`config.mk`:
```
export PLATFORM = sky130hd
export DESIGN_NAME = lpmc_ctrl
export DESIGN_NICKNAME = d
export VERILOG_FILES = /design/src/core/lpmc_pkg.sv /design/src/core/lpmc_ctrl.sv
export SDC_FILE = /design/constraint.sdc
export NUM_CORES = 1
export LEC_CHECK = 0
export BUFFER_PORTS_ARGS = -buffer_cell sky130_fd_sc_hd__buf_2
export CAP_MARGIN = 20
export CORE_MARGIN = 3
export CORE_UTILIZATION = 45
export CTS_CLUSTER_SIZE = 12
export DETAILED_ROUTE_END_ITERATION = 12
export PLACE_DENSITY = 0.74
export SLEW_MARGIN = 30
export SYNTH_ARGS = -nofsm -noshare
export SYNTH_HDL_FRONTEND = slang
export SYNTH_SLANG_ARGS = --single-unit
```
`constraint.sdc`:
```
create_clock -name mclk -period 3.95 [get_ports mclk]
set_input_delay 0.395 -clock mclk [delete_from_list [all_inputs] [get_ports mclk]]
set_output_delay 0.395 -clock mclk [all_outputs]
set_load 0.1 [all_outputs]
```
`src/core/lpmc_pkg.sv`:
```
// Package for the low-power mode controller: modes, wake groups, counts
package lpmc_pkg;
	// ------------------------------------------------------------
	// Modes and sequencer states
	// ------------------------------------------------------------
	typedef enum logic [1:0] {
		LPMC_MODE_SLEEP,
		LPMC_MODE_STOP,
		LPMC_MODE_STANDBY
	} lpmc_mode_e;
	typedef enum logic [2:0] {
		LPMC_ST_RESET,
		LPMC_ST_RUN,
		LPMC_ST_SLEEP,
		LPMC_ST_STOP,
		LPMC_ST_STANDBY
	} lpmc_state_e;
	// ------------------------------------------------------------
	// Widths and timing counts
	// ------------------------------------------------------------
	localparam int LPMC_EXT_LINES = 16;
	localparam int LPMC_RESET_NS = 100;
	localparam int LPMC_CLK_NS = 10;
	localparam logic [7:0] LPMC_RESET_CYCLES =
		8'((LPMC_RESET_NS + LPMC_CLK_NS - 1) / LPMC_CLK_NS);
	// ------------------------------------------------------------
	// Wake sources grouped together
	// ------------------------------------------------------------
	typedef struct packed {
		logic [15:0] ext_lines;
		logic supply_level;
		logic rtc_alarm;
		logic rtc_wakeup;
		logic rtc_tamper;
		logic rtc_timestamp;
	} lpmc_wake_s;
	// Domain controls driven out
	typedef struct packed {
		logic cpu_clk_en;
		logic core_clk_en;
		logic pll_en;
		logic rc_osc_en;
		logic xtal_osc_en;
		logic reg_on;
		logic reg_low_power;
		logic core_reset;
	} lpmc_ctrl_s;
	// Controls held in reset: regulator on, core held in reset
	localparam lpmc_ctrl_s LPMC_CTRL_RESET = 8'h05;
endpackage

```
`src/core/lpmc_ctrl.sv`:
```
// Low-power mode controller: run, sleep, stop, standby and battery switch
//
// Contract
// - Offer sleep, stop and standby modes
// - Sleep gates only the processor clock
// - Any peripheral interrupt or event ends sleep
// - Stop halts core clocks, PLL, both oscillators
// - Stop keeps regulator normal or low-power
// - Any interrupt-controller line ends stop
// - Standby turns regulator, PLL, oscillators off
// - Standby loses core state except backup
// - Standby exits on reset, watchdog, pin, RTC; on battery the code ignores the pin as well as RTC
// - No standby with regulator bypassed
// - Backup supply from main, else battery
// - Battery operation ignores interrupts and RTC
// - Strap open disables battery-domain operation
`timescale 1ns/1ps
module lpmc_ctrl (
	input wire logic mclk, // System clock, 100 MHz
	input wire logic rst, // Synchronous reset, active high
	input wire logic enter_req, // One-cycle request to enter a mode
	input wire lpmc_pkg::lpmc_mode_e enter_mode, // Mode requested
	input wire logic stop_lp_reg, // Regulator low-power in stop
	input wire logic periph_event, // Any peripheral interrupt or event
	input wire lpmc_pkg::lpmc_wake_s wake_src, // Async wake sources
	input wire logic wakeup_pin, // Wakeup pin, async
	input wire logic external_reset_pin_n, // Reset pin, active low
	input wire logic independent_watchdog, // Watchdog reset, async
	input wire logic regulator_bypass, // Regulator bypassed, async
	input wire logic main_supply_ok, // Main supply present, async
	input wire logic power_down_reset_strap, // Strap tied high, async
	output lpmc_pkg::lpmc_ctrl_s ctrl, // Domain controls
	output lpmc_pkg::lpmc_state_e state, // Current state
	output logic backup_from_battery, // Backup switch on battery
	output logic backup_retain // Backup domain contents kept
);
	// ------------------------------------------------------------
	// Input synchronisers
	// ------------------------------------------------------------
	localparam int NSYNC = 27;
	logic [NSYNC-1:0] async_in; // Raw async bundle
	logic [NSYNC-1:0] sync1_reg; // First stage, read only by second
	logic [NSYNC-1:0] sync2_reg; // Safe synchronised copy
	assign async_in = {wake_src, wakeup_pin, external_reset_pin_n,
		independent_watchdog, regulator_bypass, main_supply_ok,
		power_down_reset_strap};
	// Two flops per bit; pins come from outside the clock domain
	always_ff @(posedge mclk) begin
		sync1_reg <= async_in;
		sync2_reg <= sync1_reg;
	end
	lpmc_pkg::lpmc_wake_s wake_s; // Synced wake sources
	logic pin_s, external_reset_pin_n_s, wdg_s, bypass_s, vdd_s, strap_s;
	assign {wake_s, pin_s, external_reset_pin_n_s, wdg_s, bypass_s, vdd_s, strap_s} =
		sync2_reg;
	logic pin_prev_reg; // Wakeup pin last cycle for edge detect
	always_ff @(posedge mclk) begin
		if (rst) begin
			pin_prev_reg <= 1'b1;
		end else begin
			pin_prev_reg <= pin_s;
		end
	end
	// ------------------------------------------------------------
	// Wake decode
	// ------------------------------------------------------------
	logic battery_only; // Main supply absent
	logic rtc_any; // Any RTC event
	logic stop_wake; // Stop exit condition
	logic standby_wake; // Standby exit condition
	logic standby_ok; // Standby allowed now
	assign battery_only = ~vdd_s;
	assign rtc_any = wake_s.rtc_alarm | wake_s.rtc_wakeup |
		wake_s.rtc_tamper | wake_s.rtc_timestamp;
	// Interrupts and RTC are blind while on battery alone
	assign stop_wake = ~battery_only & ((|wake_s.ext_lines) |
		wake_s.supply_level | rtc_any);
	assign standby_wake = ~external_reset_pin_n_s | wdg_s | (~battery_only &
		((pin_s & ~pin_prev_reg) | rtc_any));
	assign standby_ok = ~bypass_s;
	// ------------------------------------------------------------
	// Mode sequencer
	// ------------------------------------------------------------
	lpmc_pkg::lpmc_state_e state_reg, state_next;
	logic [7:0] rst_cnt_reg, rst_cnt_next; // Reset sequence count
	logic lp_reg_reg, lp_reg_next; // Latched regulator choice
	always_comb begin
		state_next = state_reg;
		rst_cnt_next = rst_cnt_reg;
		lp_reg_next = lp_reg_reg;
		case (state_reg)
			lpmc_pkg::LPMC_ST_RESET: begin
				if (rst_cnt_reg == 8'h01) begin
					state_next = lpmc_pkg::LPMC_ST_RUN;
				end else begin
					rst_cnt_next = rst_cnt_reg - 8'h01;
				end
			end
			lpmc_pkg::LPMC_ST_RUN: begin
				if (enter_req) begin
					case (enter_mode)
						lpmc_pkg::LPMC_MODE_SLEEP: begin
							state_next = lpmc_pkg::LPMC_ST_SLEEP;
						end
						lpmc_pkg::LPMC_MODE_STOP: begin
							state_next = lpmc_pkg::LPMC_ST_STOP;
							lp_reg_next = stop_lp_reg;
						end
						default: begin
							// Bypassed regulator: request ignored
							if (standby_ok) begin
								state_next = lpmc_pkg::LPMC_ST_STANDBY;
							end
						end
					endcase
				end
			end
			lpmc_pkg::LPMC_ST_SLEEP: begin
				if (periph_event) begin
					state_next = lpmc_pkg::LPMC_ST_RUN;
				end
			end
			lpmc_pkg::LPMC_ST_STOP: begin
				if (stop_wake) begin
					state_next = lpmc_pkg::LPMC_ST_RUN;
				end
			end
			lpmc_pkg::LPMC_ST_STANDBY: begin
				if (standby_wake) begin
					state_next = lpmc_pkg::LPMC_ST_RESET;
					rst_cnt_next = lpmc_pkg::LPMC_RESET_CYCLES;
				end
			end
			default: begin
				state_next = lpmc_pkg::LPMC_ST_RESET;
			end
		endcase
	end
	// State registers; reset starts the full power-up sequence
	always_ff @(posedge mclk) begin
		if (rst) begin
			state_reg <= lpmc_pkg::LPMC_ST_RESET;
			rst_cnt_reg <= lpmc_pkg::LPMC_RESET_CYCLES;
			lp_reg_reg <= 1'b0;
		end else begin
			state_reg <= state_next;
			rst_cnt_reg <= rst_cnt_next;
			lp_reg_reg <= lp_reg_next;
		end
	end
	// ------------------------------------------------------------
	// Domain controls
	// ------------------------------------------------------------
	lpmc_pkg::lpmc_ctrl_s ctrl_next; // Decoded controls
	logic in_stop, in_stby, in_sleep, in_rst;
	assign in_stop = state_next == lpmc_pkg::LPMC_ST_STOP;
	assign in_stby = state_next == lpmc_pkg::LPMC_ST_STANDBY;
	assign in_sleep = state_next == lpmc_pkg::LPMC_ST_SLEEP;
	assign in_rst = state_next == lpmc_pkg::LPMC_ST_RESET;
	assign ctrl_next.cpu_clk_en = ~(in_sleep | in_stop | in_stby |
		in_rst);
	assign ctrl_next.core_clk_en = ~(in_stop | in_stby);
	assign ctrl_next.pll_en = ~(in_stop | in_stby);
	assign ctrl_next.rc_osc_en = ~(in_stop | in_stby);
	assign ctrl_next.xtal_osc_en = ~(in_stop | in_stby);
	assign ctrl_next.reg_on = ~in_stby;
	assign ctrl_next.reg_low_power = in_stop & lp_reg_next;
	assign ctrl_next.core_reset = in_rst | in_stby;
	// Backup supply switch; strap open means no battery mode at all
	logic batt_next;
	assign batt_next = battery_only & strap_s;
	// Registered outputs so the domain controls never glitch
	always_ff @(posedge mclk) begin
		if (rst) begin
			ctrl <= lpmc_pkg::LPMC_CTRL_RESET;
			state <= lpmc_pkg::LPMC_ST_RESET;
			backup_from_battery <= 1'b0;
			backup_retain <= 1'b0;
		end else begin
			ctrl <= ctrl_next;
			state <= state_next;
			backup_from_battery <= batt_next;
			backup_retain <= strap_s | vdd_s;
		end
	end
endmodule

```
# == Yosys cells after proc, flatten, opt, wreduce, memory -nomap -nowiden ==
# Cells that the tools add are included.
# totals
register_bits,74
output_inout_bits,13
elab_cells,70
# op_classes
addsub,1
n_eq_ne,11
mux,14
bitwise,25
reduce_logical,6
# ops
cell,n
$mux 3,6
$mux 8,2
$pmux 8 s2,1
$reduce_or 16->1,1
$pmux 3 s5,1
$or 1x1->1,14
$eq 3x2->1 const B,4
$eq 8x1->1 const B,1
$sub 8x1->8 const B,1
$eq 3x3->1 const B,2
$logic_not 3->1,2
$not 1->1,6
$pmux 3 s2,1
$and 1x1->1,5
$ne 2x2->1 const B,2
$eq 3x1->1 const B,1
$mux 1,3
$reduce_and 3->1,1
$eq 2x1->1 const B,1
$logic_not 2->1,1
$reduce_bool 2->1,1

# == Logic depth before layout (Yosys ltp) ==
# Gate-level depths: netlist of run 1.
# depth
depth_word,13
mapped_depth,7
depth_no_buf,6

# == Worst setup path after synthesis of run 1 ==
# No wires, ideal clock.
# synth_path
path_kind,reg-to-reg
startpoint,reg state[0] (netlist name)
endpoint,reg ctrl[1] (netlist bit)
arrival_time_ns,2.149
required_time_ns,3.863
path_slack_ns,1.713
stages_incl_launch_ff,6
period_less_slack_ns,2.237
path_cell_list,dfxtp_1 -> clkbuf_1 -> or3_1 -> or4_1 -> and4_4 -> nor4b_2
# synth_lines
element,line,source
end signal: assignment,lpmc_ctrl.sv:175,ctrl <= lpmc_pkg::LPMC_CTRL_RESET;
end signal: assignment,lpmc_ctrl.sv:180,ctrl <= ctrl_next;
end: declaration,lpmc_ctrl.sv:32,"output lpmc_pkg::lpmc_ctrl_s ctrl,"

# == Worst setup path in the final report of run 1 ==
# layout_path
startpoint,reg rst_cnt_reg[2]
endpoint,reg rst_cnt_reg[4]
# layout_between
elab_chain_cells,3
elab_cells_between_ends,6
# layout_rtl
element,line,source
start: declaration,lpmc_ctrl.sv:85,"logic [7:0] rst_cnt_reg, rst_cnt_next;"
start signal: assignment,lpmc_ctrl.sv:143,rst_cnt_reg <= lpmc_pkg::LPMC_RESET_CYCLES;
start signal: assignment,lpmc_ctrl.sv:147,rst_cnt_reg <= rst_cnt_next;
$sub 8x1->8 / $eq 8x1->1 (equally long branches),"lpmc_ctrl.sv:96, lpmc_ctrl.sv:93",
$mux 8 / $ne 2x2->1 (equally long branches),-,
$pmux 8 s2 / $reduce_and 3->1 (equally long branches),-,
# Parallel ways exist; a longest one is shown, timed or not. The select of a mux whose other input is x is not followed.
# A chain may end at the register's enable or synchronous reset.

==> impl_metrics.yaml, run 1 <==
outcome:
  outcome: "completed"
logic_synthesis:
  yosys.area_share.xor_xnor: 0
  syn_area_per_cell_um2: 12.5
  synthDistinctLibCells: 43
  synthTopCellsByArea: "dfxtp_1 (68%), nor2_1 (2.6%), mux2i_1 (1.8%), nor2b_1 (1.4%), nand3_1 (1.4%)"
  synth_compound_area_frac: 0.0806
  syn-cell-area_um2: 2190
  synthSimpleGateAreaFrac: 0.186
  synthMuxAreaShare: 0.0183
  synth_edf_count: 0
  synth.top_cell.area_share: 0.677
  yosys.area.top_type: "dfxtp_1"
  async_reset_ff_frac: 0
  synthAdderAreaFrac: 0.0114
  synth_seq_cells: 74
  synth_cells: 175
  seq_area_frac_synth: 0.677
  yosys_warnings: 0
  synth_top_family_by_area: "simple AND/OR/NAND/NOR gates"
  synth-main-ff-cell: "dfxtp_1"
  synth.net_count: 211
global_route:
  grtUsageTotal: 0.140
  grt_pass1_wl_um: 5710
  grt_pass1_vias: 1337
  overflow: 0
  grt_max_degree: 24
  antenna_found_initial: 0
cells_and_area:
  nets: 260
  final_common_cell: "dfxtp_1"
  drive_gt1_frac: 0.319
  diodes: 0
  syn_to_final_growth_pct: 21.6
  multiInputGateArea_um2: 648
  register_area_um2: 1480
  utilization: 0.587
  finish.instance_area_um2: 2660
  n_fill_cell: 373
  final_cell_mix: "dfxtp_1 (74), buf_2 (46), nor2_1 (15)"
placement:
  io_buffer_count: 46
  dpl.hpwl_um: 2490
  dpl_cell_area_um2: 2460
  gp_congestion: 0.881
detailed_routing:
  drt_iter0_drc: 95
  drt-met1-wl_um: 1540
  met3_length_um: 290
  post-route-drc-count: 0
  first_pass_iters: 4
  vias: 1430
  ant_nets: 0
  top_layer: "met4"
  wl_met2_um: 1530
  post_drt_wl_per_cell_um: 11.7
  avgViaCountPerCell: 4.86
  routed_wl_um: 3450
floorplanning:
  start_util: 0.483
  die_w_um: 75.8
  core-area_um2: 4530
  dieArea_um2: 5740
  ios: 47
  die_y_um: 75.8
  fp-row-count: 24
power_and_ir_drop:
  p_total_mw: 1.50
  ir_drop_mv: 0.398
  p_leak_nw: 1.12
  power_density_nw_per_um2: 565
clocking:
  h-tree-depth: 3
  cts_num_sinks: 74
  cts_made_buffers: 9
  cts.path.max_buffers: 2
  cts_resized: 0
  cts-root-buf: "clkbuf_8"
  cts_tree: "done"
  insertion_delay_ps: 340
  path_clk_slew_ps: 70
  cts_setup_buffers: 0
  hold_buffers: 0
worst_setup_path:
  cp.required_ps: 4150
  worstPathArrival_ps: 2160
  slowest_stage: "or4_4"
  crit_path_end_kind: "flip-flop"
  worstSetupPathType: "flip-flop to flip-flop"
  crit_chain: "or4_4 > or4_1 > a41oi_1 > a311oi_1"
  critPathLaunchType: "flip-flop"
  cp_max_fo: 6
  critPathMaxStageDelay_ps: 580
timing:
  setup_viol: 0
  hold_viol: 0
  timing.slew.headroom: 0.609
  skew_ps: 3.69
  finalCriticalPeriod_ps: 1960
  rsz0062_at_grt: "false"
  setup_tns_ps: 0
  tightest_slew_ps: 582
  slew_viol_final: 0
  finalCritPeriodShare: 0.497
  max_freq_mhz: 509
hold_path:
  min_path_type: "primary input to flip-flop"
flow_run:
  maxCapViolations: 0
==> path summary, 6_finish.rpt <==
check	from	endpoint	slack, ps	cells after the start
worst max-delay path	rst_cnt_reg[2]	rst_cnt_reg[4]	1990	4
worst min-delay path	wake_src[6]	sync1_reg[12]	150	1
worst max register to register	rst_cnt_reg[2]	rst_cnt_reg[4]	1990	4
worst min register to register	sync1_reg[16]	sync2_reg[16]	330	0
==> worst max-delay path: cells and delay by family (launching register included) <==
kind | cells | cell delay, ps
AO/OA/AOI/OAI | 2 | 340
flip-flops | 1 | 340
AND/OR/NAND/NOR | 2 | 1130
==> cell families (layout without fill, tap and decap cells) <==
family | after synthesis | count (layout)
fa+ha+maj | 2 | 2
buf+inv | 13 | 67
mux | 4 | 4
flops | 74 | 74
compound gates | 18 | 18
simple gates | 64 | 64
==> cell usage after synthesis, types with 2 or more instances <==
library cell,instances
dfxtp_1,74
nor2_1,15
nand3_1,6
clkbuf_1,5
inv_1,5
nor2b_1,5
nor3_1,5
mux2i_1,4
nor4_1,4
buf_4,3
nand2_1,3
nand2b_1,3
nand4b_1,3
o31ai_1,3
or4_1,3
ha_1,2
nand4_1,2
nor3b_1,2
nor4b_1,2
or2_2,2
or4_4,2
==> per-stage QoR <==
stage / hold slack (ps) / setup WS (ps) / instances
final: 147 / 1990 / 294
after global routing: 120 / 1880 / 294
after CTS: 124 / 1980 / 294
after detailed placement: 312 / 2000 / 278
after global placement: 309 / 2030 / 278
after floorplan: 310 / 1710 / 175
==> area by class of cell <==
cell class	instances	area share
Sequential cell	74	0.556
Multi-Input combinational cell	88	0.243
Timing Repair Buffer	46	0.0865
Clock buffer	10	0.0517
Tap cell	65	0.0305
Clock inverter	6	0.0244
Inverter	5	0.00705
==> layer usage <==
metal / GRT usage / vias up
met1: 0.160 / 645
met5: 0 / -
met3: 0.0673 / 9
li1: - / 720
met4: 0.0932 / 0
met2: 0.208 / 56
==> power breakdown <==
group | internal, mW | switching, mW | leakage, nW | total [mW]
sequential | 0.789 | 0.0227 | 0.619 | 0.812
clock | 0.309 | 0.263 | 0.103 | 0.572
combinational | 0.0454 | 0.0753 | 0.396 | 0.121
Note: power is estimated with default switching activity, not from simulation.
==> inputs of run 2 (changes only) <==
==> constraint.sdc (replaced) <==
create_clock -name mclk -period 1.9 [get_ports mclk]
set_input_delay 0.19 -clock mclk [delete_from_list [all_inputs] [get_ports mclk]]
set_output_delay 0.19 -clock mclk [all_outputs]
set_load 0.1 [all_outputs]
==> impl_metrics.yaml, run 2 (synthesis gave the netlist of run 1 again) <==
detailed_routing:
  first_pass_iters: 4
  post_drt_wl_per_cell_um: 12.9
  avgViaCountPerCell: 4.77
  post-route-drc-count: 0
  ant_nets: 0
  drt_iter0_drc: 80
  vias: 1582
  routed_wl_um: 4280
floorplanning:
  ios: 47
  start_util: 0.483
  die_y_um: 75.8
  fp-row-count: 24
  die_w_um: 75.8
  core-area_um2: 4530
  dieArea_um2: 5740
clocking:
  path_clk_slew_ps: 70
  cts_made_buffers: 9
  cts.path.max_buffers: 2
  cts_num_sinks: 74
  cts_tree: "done"
  cts-root-buf: "clkbuf_8"
  h-tree-depth: 3
  insertion_delay_ps: 340
  cts_setup_buffers: 0
power_and_ir_drop:
  p_leak_nw: 1.28
  ir_drop_mv: 0.644
  power_density_nw_per_um2: 1010
placement:
  io_buffer_count: 46
  gp_congestion: 0.882
  dpl.hpwl_um: 2660
worst_setup_path:
  critPathMaxStageDelay_ps: 540
  rr_worst_depth: 4
  worstPathArrival_ps: 2090
  crit_chain: "or4_4 > or4_4 > a2111oi_4 > o31ai_1"
  rrSetupSlack_ps: 30
  r2r_start: "rst_cnt_reg[4]"
  critPathLaunchType: "flip-flop"
  worstSetupPathType: "flip-flop to flip-flop"
  critical_path.top_delay_family: "simple AND/OR/NAND/NOR gates"
  cp.required_ps: 2120
  timing.rr.end: "rst_cnt_reg[7]"
  cp_max_fo: 4
  slowest_stage: "or4_4"
  cp.buffers_inverters: 0
  crit_path_end_kind: "flip-flop"
  crit_top_cell: "or4_4"
global_route:
  grt_pass1_wl_um: 6900
  grtUsageTotal: 0.167
  antenna_found_initial: 0
  grt_max_degree: 24
  grt_pass1_vias: 1507
  overflow: 0
cells_and_area:
  diodes: 0
  nets: 299
  drive_gt1_frac: 0.333
  syn_to_final_growth_pct: 37.2
  final_cell_mix: "dfxtp_1 (71), buf_2 (46), dlygate4sd3_1 (27)"
  final_common_cell: "dfxtp_1"
timing:
  setup_tns_ps: 0
  finalCriticalPeriod_ps: 1870
  hold_viol: 0
  max_freq_mhz: 533
  setup_viol: 0
  holdWs_ps: 133
  rsz0062_at_grt: "true"
  timing.slew.headroom: 0.643
  finalCritPeriodShare: 0.987
  skew_ps: 7.18
  slew_viol_final: 0
  tightest_slew_ps: 531
hold_path:
  holdCritStartpoint: "stop_lp_reg"
  hold_end: "lp_reg_reg"
  min_path_type: "primary input to flip-flop"
  whs_path_depth: 3
outcome:
  outcome: "completed"
flow_run:
  maxCapViolations: 0
run 2: cell types whose count changed in the layout (fill, tap and decap cells not counted), moves of 2 or more:
cell and delta:
dfxtp_2 +2, dlygate4sd3_1 +27, dfxtp_1 -3, buf_4 +12
run 2: where the power goes:
group          total, mW  leakage [nW]  internal, mW  switching [mW]
registers           1.67         0.621          1.64          0.0349
clock network       1.02        0.0854         0.470           0.554
logic              0.348         0.573         0.160           0.188
total               3.05          1.28          2.27           0.777
run 2: layer usage:
metal	GRT usage	routed length, µm	vias up
li1	-	-	793
met1	0.203	1890	729
met2	0.260	2080	51
met3	0.0607	229	9
met4	0.0816	83	0
met5	0	0	-
run 2: cell type report:
cell class,count,area [µm²]
multi-input combinational,88,658
clock buffer,9,124
tap,65,81.3
fill,341,1530
sequential,74,1490
clock inverter,6,43.8
timing repair buffer,85,591
inverter,5,18.8
run 2: per-stage QoR:
| stage | util | power, mW | setup WS (ps) | std cells | instance area [µm²] |
|---|---|---|---|---|---|
| 2_1_floorplan | - | 1.90 | -33.8 | 175 | 2200 |
| 3_3_place_gp | 0.564 | 2.00 | 60.1 | 290 | 2560 |
| 3_5_place_dp | 0.564 | 2.01 | 30.8 | 290 | 2560 |
| 4_1_cts | 0.660 | 3.07 | 14.5 | 332 | 2990 |
| 5_1_grt | 0.663 | 3.18 | -21.5 | 332 | 3000 |
| 6_report | 0.663 | 3.05 | 25.4 | 332 | 3000 |
run 2: timing repair:
action                                  CTS  global route
endpoints found under the hold margin    27             0
endpoints found under the setup margin    0             3
hold buffers                             27             0
gates resized for setup                   0             2
run 2: worst max-delay path by stage:
stage,depth (start not counted),startpoint,endpoint,slack [ps]
4_1_cts,4,rst_cnt_reg[2],rst_cnt_reg[4],10
5_1_grt,4,rst_cnt_reg[4],rst_cnt_reg[7],-20
2_1_floorplan,5,state[0],ctrl[1],-30
3_5_place_dp,4,rst_cnt_reg[2],rst_cnt_reg[4],30
3_3_place_gp,4,rst_cnt_reg[2],rst_cnt_reg[7],60
6_report,4,rst_cnt_reg[4],rst_cnt_reg[7],30
run 2: worst register-to-register path: cells and delay by family, from the launching register on:
| kind | cells | cell delay, ps |
|---|---|---|
| flops | 1 | 310 |
| compound gates | 2 | 440 |
| simple gates | 2 | 990 |
==> inputs of run 3 (changes only) <==
--- a/config.mk
+++ b/config.mk
@@ -8,10 +8,10 @@
 export BUFFER_PORTS_ARGS = -buffer_cell sky130_fd_sc_hd__buf_2
 export CAP_MARGIN = 20
 export CORE_MARGIN = 3
-export CORE_UTILIZATION = 45
+export CORE_UTILIZATION = 52
 export CTS_CLUSTER_SIZE = 12
 export DETAILED_ROUTE_END_ITERATION = 12
-export PLACE_DENSITY = 0.74
+export PLACE_DENSITY = 0.83
 export SLEW_MARGIN = 30
 export SYNTH_ARGS = -nofsm -noshare
 export SYNTH_HDL_FRONTEND = slang
==> constraint.sdc (replaced) <==
create_clock -name mclk -period 1.76 [get_ports mclk]
set_input_delay 0.176 -clock mclk [delete_from_list [all_inputs] [get_ports mclk]]
set_output_delay 0.176 -clock mclk [all_outputs]
set_load 0.1 [all_outputs]
==> impl_metrics.yaml, run 3 (synthesis gave the netlist of run 1 again) <==
outcome:
  outcome: "finished with violations"
  violations: "negative setup slack"
cells_and_area:
  n_fill_cell: 203
  syn_to_final_growth_pct: 38.3
  drive_gt1_frac: 0.357
  utilization: 0.786
  final_common_cell: "dfxtp_1"
  nets: 300
  register_area_um2: 1490
  final_cell_mix: "dfxtp_1 (69), buf_2 (46), dlygate4sd3_1 (27)"
  multiInputGateArea_um2: 677
  diodes: 0
clocking:
  cts_num_sinks: 74
  cts_made_buffers: 9
  insertion_delay_ps: 340
  cts_tree: "done"
  cts-root-buf: "clkbuf_8"
  h-tree-depth: 3
  path_clk_slew_ps: 80
  cts.path.max_buffers: 2
timing:
  holdWs_ps: 154
  skew_ps: 9.92
  tightest_slew_ps: 490
  slew_viol_final: 0
  finalCriticalPeriod_ps: 1840
  max_freq_mhz: 543
  hold_viol: 0
  setup_viol: 3
  rsz0062_at_grt: "true"
  finalCritPeriodShare: 1.05
  worst_slack_ps: -80.5
  timing.slew.headroom: 0.676
floorplanning:
  die_y_um: 70.9
  start_util: 0.568
  ios: 47
  die_w_um: 70.9
  fp-row-count: 22
  dieArea_um2: 5030
  core-area_um2: 3850
worst_setup_path:
  cp.required_ps: 1980
  critPathLaunchType: "flip-flop"
  cp_max_fo: 4
  worstSetupPathType: "flip-flop to flip-flop"
  rrSetupSlack_ps: -80
  crit_path_end_kind: "flip-flop"
  worstPathArrival_ps: 2060
global_route:
  overflow: 0
  grt_pass1_vias: 1761
  grt_max_degree: 24
  grtUsageMet1: 0.282
  busiest_layer: "met2"
  grtUsageTotal: 0.229
  antenna_found_initial: 0
  use_met3: 0.0568
  grt_pass1_wl_um: 8750
  use_met2: 0.387
power_and_ir_drop:
  p_leak_nw: 1.29
  ir_drop_mv: 0.943
  power_density_nw_per_um2: 1120
detailed_routing:
  vias: 1682
  avgViaCountPerCell: 5.31
  post-route-drc-count: 0
  first_pass_iters: 4
  ant_nets: 0
  drt_iter0_drc: 139
  post_drt_wl_per_cell_um: 16.7
  routed_wl_um: 5300
placement:
  dpl.hpwl_um: 2690
  gp_congestion: 0.853
  io_buffer_count: 46
flow_run:
  maxCapViolations: 0
hold_path:
  min_path_type: "primary input to flip-flop"
## run 3: cell types whose count changed in the layout (fill, tap and decap cells not counted), sizes merged
cell / before / now
buf: 58 / 59
clkinv: 4 / 1
clkbuf: 9 / 11
inv: 6 / 8
## run 3: through the flow
stage | worst slack (ps) | TNS (ps) | std cells | cell area [µm²] | power (mW)
after floorplan | -100 | -287 | 175 | 2230 | 2.06
after global placement | -95.8 | -389 | 273 | 2560 | 2.16
after detailed placement | -127 | -552 | 273 | 2560 | 2.17
after CTS | -79.2 | -135 | 317 | 3020 | 3.38
after global routing | -116 | -542 | 317 | 3030 | 3.54
final | -80.5 | -149 | 317 | 3030 | 3.41
## run 3: area by class of cell
cell class | instances | area share
clock buffer | 11 | 0.0467
timing repair buffer | 86 | 0.199
tap | 48 | 0.0198
sequential | 74 | 0.493
multi-input combinational | 88 | 0.224
inverter | 5 | 0.00620
clock inverter | 5 | 0.0120
## run 3: metal layers
layer,wire length [µm],share of wire
met5,0,0
met4,83,0.016
met3,332,0.063
met2,2680,0.51
met1,2200,0.42
## run 3: worst max-delay path: stages, from the launching register on
cell,delay [ps]
dfxtp_2,320
or4_4,550
or4_4,450
a2111oi_4,310
o31ai_1,90
## run 3: power breakdown
group / internal (mW) / switching, mW / total [mW] / leakage, nW
combinational: 0.178 / 0.215 / 0.393 / 0.579
clock: 0.559 / 0.640 / 1.20 / 0.0907
sequential: 1.77 / 0.0437 / 1.81 / 0.621
total: 2.51 / 0.899 / 3.41 / 1.29
## run 3: worst paths after layout
path	from	endpoint	cells past startpoint
max	rst_cnt_reg[2]	rst_cnt_reg[7]	4
min	stop_lp_reg	lp_reg_reg	3
max reg2reg	rst_cnt_reg[2]	rst_cnt_reg[7]	4
min reg2reg	sync1_reg[20]	sync2_reg[20]	0
## run 3: what timing repair did
action / in CTS / in global routing
gates resized for setup: 3 / 1
hold buffers: 27 / 0
hold endpoints to repair: 27 / 0
pin swaps: 2 / 5
setup buffers: 1 / 0
endpoints found under the setup margin: 8 / 13
